File: config.mk
export PLATFORM = sky130hd
export DESIGN_NAME = adc_result_bus_mux
export DESIGN_NICKNAME = d
export VERILOG_FILES = /design/src/verilog/adc_bus_pkg.sv /design/src/verilog/pin_sync.sv /design/src/verilog/result_coder.sv /design/src/verilog/adc_result_bus_mux.sv
export SDC_FILE = /design/constraint.sdc
export NUM_CORES = 1
export LEC_CHECK = 0
export ABC_AREA = 1
export BUFFER_PORTS_ARGS = -buffer_cell sky130_fd_sc_hd__buf_4
export CORE_ASPECT_RATIO = 0.75
export CORE_MARGIN = 4
export CORE_UTILIZATION = 32
export CTS_CLUSTER_DIAMETER = 120
export CTS_CLUSTER_SIZE = 20
export DETAILED_ROUTE_END_ITERATION = 16
export GPL_TIMING_DRIVEN = 0
export PLACE_DENSITY = 0.58
export SLEW_MARGIN = 20
export SYNTH_ARGS = -nofsm -noshare
export SYNTH_HDL_FRONTEND = slang
export SYNTH_SLANG_ARGS = --single-unit
File: constraint.sdc
create_clock -name hclk -period 3.4 [get_ports hclk]
set_clock_uncertainty 0.05 [all_clocks]
set_input_delay 0.51 -clock hclk [delete_from_list [all_inputs] [get_ports hclk]]
set_output_delay 0.51 -clock hclk [all_outputs]
set_load 0.01 [all_outputs]
File: src/verilog/adc_bus_pkg.sv
/*
  Shared constants and types for the converter result bus multiplexer:
  register offsets, field positions, reset values and interface modes.
  Assumes a 32-bit AHB-Lite register bus and an 18-bit result word.
*/
package adc_bus_pkg;

  // Result and bus geometry
  localparam int RESULT_W = 18;
  localparam int PIN_W = 18;
  localparam int SYNC_W = 8;

  // Register byte offsets
  localparam logic [7:0] CTRL_OFS = 8'h00;
  localparam logic [7:0] STATUS_OFS = 8'h04;
  localparam logic [7:0] RESULT_OFS = 8'h08;

  // Control fields and reset value
  localparam int CTRL_FREEZE_BIT = 0;
  localparam logic CTRL_FREEZE_RST = 1'b0;

  // Status fields
  localparam int ST_MODE_LSB = 0;
  localparam int ST_BUS_EN_BIT = 2;
  localparam int ST_CODING_BIT = 3;
  localparam int ST_WORD_BIT = 4;
  localparam int ST_BYTE_BIT = 5;
  localparam int ST_INTREF_BIT = 6;
  localparam int ST_REFBUF_BIT = 7;
  localparam int ST_EXTREF_BIT = 8;

  // Positions inside the synchroniser vector
  localparam int SY_CS_N = 0;
  localparam int SY_RD_N = 1;
  localparam int SY_SEL_LO = 2;
  localparam int SY_SEL_HI = 3;
  localparam int SY_REF_PD = 4;
  localparam int SY_BUF_PD = 5;
  localparam int SY_CODING = 6;
  localparam int SY_WORD = 7;

  // Pin positions that turn into inputs outside 18-bit mode; the byte pin is driven in 16-bit mode too
  localparam int PIN_CODING = 0;
  localparam int PIN_WORD = 1;
  localparam int PIN_BYTE = 2;

  // Reset values of pin outputs and of the held result
  localparam logic [PIN_W-1:0] DOUT_RST = 18'h00000;
  localparam logic [PIN_W-1:0] DOE_N_RST = 18'h3ffff;
  localparam logic [RESULT_W-1:0] RESULT_RST = 18'h00000;

  // Interface modes, in the order of the two select pins
  typedef enum logic [1:0] {
    MODE_PAR18,
    MODE_PAR16,
    MODE_PAR8,
    MODE_SERIAL
  } iface_mode_t;

endpackage

File: src/verilog/pin_sync.sv
/*
  Two-flop synchroniser for a group of level inputs.
  Assumes the inputs are quasi-static levels; a pulse shorter than an hclk period can be lost.
*/
`timescale 1ns/1ps
module pin_sync #(
  parameter int W = 1
) (
  // Clock and reset
  input wire logic hclk,
  input wire logic hresetn,
  input wire logic ce,
  // Levels
  input wire logic [W-1:0] async_in,
  output logic [W-1:0] sync_out
);

  typedef struct packed {
    logic [W-1:0] meta_reg;
    logic [W-1:0] stable_reg;
  } sync_state_t;

  sync_state_t st;
  sync_state_t st_next;

  // The first stage feeds only the second stage
  always_comb begin
    st_next = st;
    if (ce) begin
      st_next.meta_reg = async_in;
      st_next.stable_reg = st.meta_reg;
    end
  end

  always_ff @(posedge hclk or negedge hresetn) begin
    if (!hresetn) begin
      st <= '0;
    end else begin
      st <= st_next;
    end
  end

  assign sync_out = st.stable_reg;

endmodule

File: src/verilog/result_coder.sv
/*
  Output coding of the held result: straight binary or twos complement.
  Assumes the converter core produces straight binary.
*/
`timescale 1ns/1ps
module result_coder
  import adc_bus_pkg::*;
(
  // Controls
  input wire iface_mode_t mode,
  input wire logic coding_select,
  // Words
  input wire logic [RESULT_W-1:0] raw,
  output logic [RESULT_W-1:0] coded
);

  // Twos complement is binary with the top bit flipped; 18-bit mode is raw
  always_comb begin
    coded = raw;
    if (mode != MODE_PAR18 && !coding_select) begin
      coded[RESULT_W-1] = ~raw[RESULT_W-1];
    end
  end

endmodule

File: src/verilog/adc_result_bus_mux.sv
/*
  Result bus multiplexer: holds the last conversion result and shows it
  on an 18-, 16- or 8-bit parallel bus or hands it to the serial port,
  with reference power-down controls and an AHB-Lite register slave.
  Assumes conversion results arrive on hclk; pins are asynchronous.
*/
// Design decisions made here: the AHB-Lite register port and the address map.
// Operation
// - Mode 00 drives result bit n on data pin n, no address pins.
// - 16-bit, word select low: result bits 2..17 on pins 2..17.
// - 16-bit, word select high: bits 0,1 on pins 2,3, zeros above.
// - 8-bit, both selects low: bits 10..17 on pins 10..17.
// - 8-bit, word low byte high: bits 2..9 on pins 10..17.
// - 8-bit, word select high: low byte holds bits 0,1, zeros else.
// - Mode 11 floats parallel pins and routes result to serial port.
// - Reference power-down high disables internal reference.
// - Output bus enabled only while chip select and read are low.
// - Selectable coding applies in all modes but 18-bit parallel.
`timescale 1ns/1ps
module adc_result_bus_mux
  import adc_bus_pkg::*;
(
  // Clock, reset, enable
  input wire logic hclk,
  input wire logic hresetn,
  input wire logic ce,
  // AHB-Lite slave
  input wire logic hsel,
  input wire logic [31:0] haddr,
  input wire logic [1:0] htrans,
  input wire logic hwrite,
  input wire logic [2:0] hsize,
  input wire logic [31:0] hwdata,
  input wire logic hready,
  output logic hreadyout,
  output logic hresp,
  output logic [31:0] hrdata,
  // Conversion result from the core
  input wire logic conv_valid,
  input wire logic [RESULT_W-1:0] conv_data,
  // Host pins
  input wire logic cs_n,
  input wire logic rd_n,
  input wire logic iface_sel_hi,
  input wire logic iface_sel_lo,
  input wire logic ref_powerdown,
  input wire logic refbuf_powerdown,
  // Data pins
  input wire logic [PIN_W-1:0] data_in,
  output logic [PIN_W-1:0] data_out,
  output logic [PIN_W-1:0] data_oe_n,
  // Serial port hand-off
  output logic serial_en,
  output logic [RESULT_W-1:0] serial_word,
  // Reference controls
  output logic int_ref_en,
  output logic ref_buf_en,
  output logic ext_ref_required
);

  typedef struct packed {
    logic [RESULT_W-1:0] result_reg;
    logic [PIN_W-1:0] dout_reg;
    logic [PIN_W-1:0] doe_n_reg;
    logic [RESULT_W-1:0] ser_word_reg;
    logic ser_en_reg;
    logic freeze_reg;
    logic wr_pend_reg;
    logic [7:0] waddr_reg;
    logic [31:0] hrdata_reg;
    logic int_ref_reg;
    logic buf_en_reg;
  } mux_state_t;

  mux_state_t st;
  mux_state_t st_next;
  logic [SYNC_W-1:0] sync_raw;
  logic [SYNC_W-1:0] sync_v;
  logic byte_sync_v;
  iface_mode_t mode;
  logic bus_en;
  logic coding_s;
  logic word_s;
  logic byte_s;
  logic [RESULT_W-1:0] coded;
  logic addr_ok;
  logic [31:0] status_word;
  logic [31:0] rd_word;

  // Pins cross into hclk before anything looks at them; the selects are
  // stored active high so the cleared synchroniser reads as an idle bus
  assign sync_raw[SY_CS_N] = !cs_n;
  assign sync_raw[SY_RD_N] = !rd_n;
  assign sync_raw[SY_SEL_LO] = iface_sel_lo;
  assign sync_raw[SY_SEL_HI] = iface_sel_hi;
  assign sync_raw[SY_REF_PD] = ref_powerdown;
  assign sync_raw[SY_BUF_PD] = refbuf_powerdown;
  assign sync_raw[SY_CODING] = data_in[PIN_CODING];
  assign sync_raw[SY_WORD] = data_in[PIN_WORD];

  pin_sync #(.W(SYNC_W)) u_pin_sync (
    .hclk(hclk),
    .hresetn(hresetn),
    .ce(ce),
    .async_in(sync_raw),
    .sync_out(sync_v)
  );

  // Byte select pin has its own pair, since it is an input only in 8-bit and serial mode
  pin_sync #(.W(1)) u_byte_sync (
    .hclk(hclk),
    .hresetn(hresetn),
    .ce(ce),
    .async_in(data_in[PIN_BYTE]),
    .sync_out(byte_sync_v)
  );

  assign mode = iface_mode_t'({sync_v[SY_SEL_HI], sync_v[SY_SEL_LO]});
  assign bus_en = sync_v[SY_CS_N] && sync_v[SY_RD_N];
  assign coding_s = sync_v[SY_CODING];
  assign word_s = sync_v[SY_WORD];
  assign byte_s = byte_sync_v;

  result_coder u_coder (
    .mode(mode),
    .coding_select(coding_s),
    .raw(st.result_reg),
    .coded(coded)
  );

  // Register map decode and read mux
  assign addr_ok = hsel && htrans[1] && hready;
  always_comb begin
    status_word = '0;
    status_word[ST_MODE_LSB +: 2] = mode;
    status_word[ST_BUS_EN_BIT] = bus_en;
    status_word[ST_CODING_BIT] = coding_s;
    status_word[ST_WORD_BIT] = word_s;
    status_word[ST_BYTE_BIT] = byte_s;
    status_word[ST_INTREF_BIT] = st.int_ref_reg;
    status_word[ST_REFBUF_BIT] = st.buf_en_reg;
    status_word[ST_EXTREF_BIT] = !st.int_ref_reg;
    unique case (haddr[7:0])
      CTRL_OFS: rd_word = {31'h00000000, st.freeze_reg};
      STATUS_OFS: rd_word = status_word;
      RESULT_OFS: rd_word = {14'h0000, st.result_reg};
      default: rd_word = 32'h00000000; // Unmapped reads return zero
    endcase
  end

  // Next state: bus slave, result holding and pin lanes
  always_comb begin
    st_next = st;
    if (ce) begin
      // Address phase captured; read data registered for the data phase
      st_next.wr_pend_reg = addr_ok && hwrite;
      st_next.waddr_reg = haddr[7:0];
      if (addr_ok && !hwrite) begin
        st_next.hrdata_reg = rd_word;
      end
      // Software writes land in the data phase
      if (st.wr_pend_reg) begin
        if (st.waddr_reg == CTRL_OFS) begin
          st_next.freeze_reg = hwdata[CTRL_FREEZE_BIT];
        end
        if (st.waddr_reg == RESULT_OFS) begin
          st_next.result_reg = hwdata[RESULT_W-1:0];
        end
      end
      // A fresh conversion wins over a software load unless frozen
      if (conv_valid && !st.freeze_reg) begin
        st_next.result_reg = conv_data;
      end

      // Reference controls follow the synchronised pins
      st_next.int_ref_reg = !sync_v[SY_REF_PD];
      st_next.buf_en_reg = !sync_v[SY_BUF_PD];

      // Lanes default to floating with zero data
      st_next.dout_reg = DOUT_RST;
      st_next.doe_n_reg = DOE_N_RST;
      st_next.ser_en_reg = 1'b0;
      st_next.ser_word_reg = coded;
      unique case (mode)
        MODE_PAR18: begin
          // Raw result, every pin an output
          st_next.dout_reg = st.result_reg;
          if (bus_en) begin
            st_next.doe_n_reg = '0;
          end
        end
        MODE_PAR16: begin
          if (word_s) begin
            st_next.dout_reg[3:2] = coded[1:0];
          end else begin
            st_next.dout_reg[17:2] = coded[17:2];
          end
          if (bus_en) begin
            st_next.doe_n_reg[17:2] = '0;
          end
        end
        MODE_PAR8: begin
          // Pins 0..9 float; only the top byte lanes are driven
          if (word_s && byte_s) begin
            st_next.dout_reg[17:16] = coded[1:0];
          end else if (word_s) begin
            st_next.dout_reg[11:10] = coded[1:0];
          end else if (byte_s) begin
            st_next.dout_reg[17:10] = coded[9:2];
          end else begin
            st_next.dout_reg[17:10] = coded[17:10];
          end
          if (bus_en) begin
            st_next.doe_n_reg[17:10] = '0;
          end
        end
        MODE_SERIAL: begin
          // Parallel pins stay floating; serial side takes the word
          st_next.ser_en_reg = bus_en;
        end
      endcase
    end
  end

  always_ff @(posedge hclk or negedge hresetn) begin
    if (!hresetn) begin
      st <= '0;
      st.doe_n_reg <= DOE_N_RST;
      st.freeze_reg <= CTRL_FREEZE_RST;
      st.result_reg <= RESULT_RST;
    end else begin
      st <= st_next;
    end
  end

  // Zero wait state; a low clock enable stretches the transfer instead
  assign hreadyout = ce;
  assign hresp = 1'b0;
  assign hrdata = st.hrdata_reg;
  assign data_out = st.dout_reg;
  assign data_oe_n = st.doe_n_reg;
  assign serial_en = st.ser_en_reg;
  assign serial_word = st.ser_word_reg;
  assign int_ref_en = st.int_ref_reg;
  assign ref_buf_en = st.buf_en_reg;
  assign ext_ref_required = !st.int_ref_reg;

  // Checks of the lane map against the held result
  a_full_width_map: assert property (
    @(posedge hclk) disable iff (!hresetn)
    ce && mode == MODE_PAR18 && bus_en
      |=> data_out == $past(st.result_reg) && data_oe_n == 18'h00000)
    else $error("18-bit lanes do not match result");
  a_coding_pin_in: assert property (
    @(posedge hclk) disable iff (!hresetn)
    ce && mode != MODE_PAR18 |=> data_oe_n[0] && data_oe_n[1])
    else $error("coding pin driven outside 18-bit mode");
  a_high_word: assert property (
    @(posedge hclk) disable iff (!hresetn)
    ce && mode == MODE_PAR16 && !word_s && bus_en
      |=> data_out[17:2] == $past(coded[17:2]) && !data_oe_n[2])
    else $error("high word lanes wrong");
  a_low_word: assert property (
    @(posedge hclk) disable iff (!hresetn)
    ce && mode == MODE_PAR16 && word_s
      |=> data_out[3:2] == $past(coded[1:0]) && data_out[17:4] == '0)
    else $error("low word lanes wrong");
  a_byte_float: assert property (
    @(posedge hclk) disable iff (!hresetn)
    ce && mode == MODE_PAR8 |=> data_oe_n[9:0] == 10'h3ff)
    else $error("pins below 10 driven in 8-bit mode");
  a_high_byte: assert property (
    @(posedge hclk) disable iff (!hresetn)
    ce && mode == MODE_PAR8 && !word_s && !byte_s
      |=> data_out[17:10] == $past(coded[17:10]))
    else $error("high byte wrong");
  a_mid_byte: assert property (
    @(posedge hclk) disable iff (!hresetn)
    ce && mode == MODE_PAR8 && !word_s && byte_s
      |=> data_out[17:10] == $past(coded[9:2]))
    else $error("middle byte wrong");
  a_low_byte: assert property (
    @(posedge hclk) disable iff (!hresetn)
    ce && mode == MODE_PAR8 && word_s
      |=> $countones(data_out) <= 2 &&
          (data_out[11:10] | data_out[17:16]) == $past(coded[1:0]))
    else $error("low byte wrong");
  a_serial_float: assert property (
    @(posedge hclk) disable iff (!hresetn)
    ce && mode == MODE_SERIAL
      |=> data_oe_n == 18'h3ffff && serial_en == $past(bus_en))
    else $error("parallel pins driven in serial mode");
  a_ref_off: assert property (
    @(posedge hclk) disable iff (!hresetn)
    ce && sync_v[SY_REF_PD] |=> !int_ref_en && ext_ref_required)
    else $error("internal reference left on");
  a_bus_gate: assert property (
    @(posedge hclk) disable iff (!hresetn)
    ce && !bus_en |=> data_oe_n == 18'h3ffff && !serial_en)
    else $error("bus enabled without select and read");
  a_coding_flip: assert property (
    @(posedge hclk) disable iff (!hresetn)
    mode != MODE_PAR18 && !coding_s
      |-> coded[17] != st.result_reg[17])
    else $error("twos complement not applied");
  a_result_hold: assert property (
    @(posedge hclk) disable iff (!hresetn)
    ce && conv_valid && !st.freeze_reg
      |=> st.result_reg == $past(conv_data))
    else $error("result not latched");

endmodule

# ---- Word-level counts from Yosys, hierarchy flattened
# Index checks and enable logic that the tools add are counted.
dict set report op_classes {
  n_eq_ne 6
  muxes 22
  n_bitwise 1
  n_reduce_logical 25
}
# operator n
set ops {}
lappend ops {{$mux W18} 4}
lappend ops {{$pmux W18 S3} 1}
lappend ops {{$pmux W8 S3} 2}
lappend ops {{$pmux W8 S2} 2}
lappend ops {{$eq A8 B4 Y1 const B} 2}
lappend ops {{$logic_not A8 Y1} 2}
lappend ops {{$mux W16} 1}
lappend ops {{$mux W8} 2}
lappend ops {{$mux W14} 1}
lappend ops {{$mux W6} 2}
lappend ops {{$mux W2} 5}
lappend ops {{$eq A8 B3 Y1 const B} 1}
lappend ops {{$logic_and A1 B1 Y1} 8}
lappend ops {{$logic_not A1 Y1} 8}
lappend ops {{$reduce_and A3 Y1} 2}
lappend ops {{$reduce_bool A2 Y1} 3}
lappend ops {{$eq A2 B2 Y1 const B} 2}
lappend ops {{$eq A2 B1 Y1 const B} 1}
lappend ops {{$logic_not A2 Y1} 1}
lappend ops {{$mux W1} 2}
lappend ops {{$reduce_and A2 Y1} 1}
lappend ops {{$not A1 Y1} 1}
dict set report totals {
  ff_bits 135
  input_bits 118
  wordCells 69
}

# ---- Logic depth before layout (Yosys ltp)
dict set report depth {
  depth_word 7
  depth_mapped 10
}

# ---- Cells and area by module
# Synthesis repeated with hierarchy kept, for this count alone.
dict set report unflattened {
  cells_unflattened 772
  hier_area_um2 5963.2
}
# mod instances cells_each area_each_um2 seq_area_each_um2
set by_module_without_submodules {}
lappend by_module_without_submodules {adc_result_bus_mux 1 661 4986.0 2205.9}
lappend by_module_without_submodules {{pin_sync (u_pin_sync)} 1 76 737.0 400.4}
lappend by_module_without_submodules {result_coder 1 26 163.9 0.0}
lappend by_module_without_submodules {{pin_sync (u_byte_sync)} 1 9 76.3 50.0}

# ---- Least setup slack after synthesis
# No wires, ideal clock.
dict set report synth_path {
  kind {in2reg}
  start {input haddr[4]}
  end {register st (netlist bit hrdata[8])}
  setup_ns 0.066
  t_arrival_ns 1.341
  t_required_ns 3.284
  setup_slack_ns 1.943
  path_stages 8
  n_path_buf 1
  path_cell_list {inv_2 nand2_2 nor3_4 nand2_4 buf_6 o22ai_2 nand2_1 nand2_1}
}
dict set report synth_via {
  elab_chain_cells 2
}
# item line_no
set synth_rtl {}
lappend synth_rtl {{from (decl)} adc_result_bus_mux.sv:29} ;# input wire logic [31:0] haddr,
lappend synth_rtl {{$eq A8 B4 Y1 (tied with other cells)} adc_result_bus_mux.sv:143} ;# unique case (haddr[7:0])
lappend synth_rtl {{$pmux W18 S3 *} adc_result_bus_mux.sv:143}
lappend synth_rtl {{to (signal assigned)} adc_result_bus_mux.sv:232} ;# st <= st_next;
lappend synth_rtl {{to (decl)} adc_result_bus_mux.sv:75} ;# mux_state_t st;
# Mark *: on every way between the ends. The rest lies on a longest branch, timed or not.
# A chain may end at the register's enable or synchronous reset.

==> run metrics <==
status=complete, no violations; root buffer cell=clkbuf_16; final setup vio count=0; number of flip-flops under the largest register name=28; largest cells by area after synthesis=dfrtp_1 (49%), nand2_1 (15%), buf_4 (13%); clk slew on worst S/H paths=0.07 ns; post-synth top area share=0.4862; part of the cycle the worst path needs=0.5215; Die Wd=156.6 um; Crit. Startpoint=data_oe_n[9]$_DFFE_PN1P_; initial antenna violation count=0; # clock sinks=106; Final TNS setup=0 ns; routed len/inst=14.96 um; peak supply drop=268.7 uV; final net count=898; routability cong.=0.8920; first-pass GRT wire length=23050 um; slowest stage cell, crit path=dfstp_2; Final min period=1.773 ns; synthesized flop and latch total=106; Post-synth EDFFs=0; R2R Path Start=u_pin_sync.sync_out[2]$_DFFE_PN0P_; Worst path max stage delay=0.64 ns; Mapped Avg Cell Area=8.578 um^2; Leakage=3.731 nW; Worst Path Class, Setup=flip-flop to output pin; Relative slew margins=0.3332; Total Routing Usage GR=0.1584; Hold WS=0.2008 ns; Buffers on Ports=137; largest net degree at the start of global routing=107; final core occ=0.4290; Mapped Cells=618; count leader, synth=nand2_1; area grow syn2layout=30.42%; HP Class=input port to asynchronous set/reset pin; post-CTS setup repair buffer count=0; post-synth top area cell=dfrtp_1; Critical Path End Type=output pin; CORE AREA=0.01612 mm^2; H-tree levels=3; grt ovf=0; final hold vios=0; vias per inst=4.429; CTS Buf Count=9; # rows=40; drt drc=0; Die ar.=0.01871 mm^2; Setup crit start kind=flip-flop; Slew Viols, Final=0; WP buf/inv=2; post-CTS sizing=0; router iterations before antenna repair=5; Reg2Reg Depth=7; antenna-violating nets left=0; Crit path max-delay family=flip-flops; Distinct cells, synth=31; Worst EP required=2.84 ns; via count=4407; synth cell count leaders=nand2_1 (208), dfrtp_1 (103), buf_4 (90); DP Wirelength=11260 um; Worst-Margin Slew=1.000 ns; Total Power=3.546 mW; Post-synth top flop=dfrtp_1; Most common cell on crit path=buf_4; register area share after synthesis=0.5011; Die Y=119.5 um; reg2reg setup slack=1.82 ns; CTS tree=built; Longest Clk Path Bufs=2; fmax=564.0 MHz; pwr dens=512.9 mW/mm^2; Crit Reg-Reg Endpoint=data_out[16]$_DFFE_PN0P_; Top reg by flops=st; RSZ-0062 raised after global routing=no; CTS Hold Bufs=0; Syn Std Cell Area=0.005301 mm^2; Starting Density=0.3290; DRT Wirelength=14880 um; vias in the first global route=4167; # diodes=0; yosys warns=0; DRT iter0 DRCs=331; Ports=210; max-cap violations=0; fraction of layout cells with a size suffix above 1=0.3363; Post-synth ARST share=1.000; Worst EP arrival=1.21 ns; FILL cells=1660; Cell Chain, Critical Path=buf_4 -> buf_4; Skew-Pair Late Insertion Delay=0.34 ns; Critical Path Fanout Max=9
[routing by layer]
layer | global-route usage | vias to the layer above | routed length (um)
li1 | - | 2205 | -
met1 | 0.2428 | 2043 | 7207
met2 | 0.2240 | 152 | 6292
met3 | 0.04286 | 7 | 1288
met4 | 0.02873 | 0 | 93
met5 | 0 | - | 0
[final cells by class]
| class | count | area, um^2 | area share |
|---|---|---|---|
| sequential | 106 | 2656 | 0.3842 |
| multi-input combinational | 381 | 1780 | 0.2575 |
| timing repair buffer | 137 | 1032 | 0.1493 |
| buffer | 112 | 793.3 | 0.1147 |
| tap | 210 | 262.8 | 0.03800 |
| clock buffer | 11 | 232.7 | 0.03366 |
| inverter | 33 | 123.9 | 0.01792 |
| clock inverter | 5 | 32.53 | 0.004705 |
[report_power, final]
part / total (mW) / switching [mW] / leakage (nW) / internal (mW)
Combinational: 0.956 / 0.473 / 2.25 / 0.484
Clock: 0.948 / 0.453 / 0.122 / 0.495
Sequential: 1.64 / 0.175 / 1.36 / 1.47
Total: 3.55 / 1.10 / 3.73 / 2.45
[how the worst max path moves through the flow]
stage                            endpoint  slack (ns)  cells after the start
4_1_cts                      data_oe_n[8]        1.61                      2
3_3_place_gp   serial_word[4]$_DFFE_PN0P_        1.58                      1
3_5_place_dp        hrdata[4]$_DFFE_PN0P_        1.56                      8
2_1_floorplan       hrdata[8]$_DFFE_PN0P_        1.94                      8
6_report                     data_oe_n[6]        1.63                      2
5_1_grt                      data_oe_n[5]        1.57                      2
[placed cells by master, fill, tap and decap left out, types with 4 or more instances in the layout]
master,count
nand2_1,208
nor2_1,10
clkbuf_1,11
conb_1,15
nand3_1,15
mux2i_1,18
clkbuf_16,9
buf_1,5
o31ai_1,8
o21ai_1,8
buf_4,226
a21oi_1,6
inv_1,30
buf_6,5
buf_2,4
dfrtp_1,103
nor3_1,4
o21ai_0,70
[metrics by stage]
step / instances / setup WS [ns] / cell area (um^2)
6_report: 995 / 1.627 / 6914
5_1_grt: 995 / 1.572 / 6914
4_1_cts: 995 / 1.605 / 6914
3_5_place_dp: 979 / 1.559 / 6649
3_3_place_gp: 979 / 1.576 / 6645
2_1_floorplan: 632 / 1.943 / 5354
[cell families after synthesis]
| logic type | share of synthesized area |
|---|---|
| DFF | 0.5011 |
| and+or+nand+nor | 0.1888 |
| other | 0.0007074 |
| AOI/OAI and AO/OA | 0.1024 |
| muxes | 0.03399 |
| buffers and inverters | 0.1730 |
No activity file was read; power rests on OpenSTA's default activity.
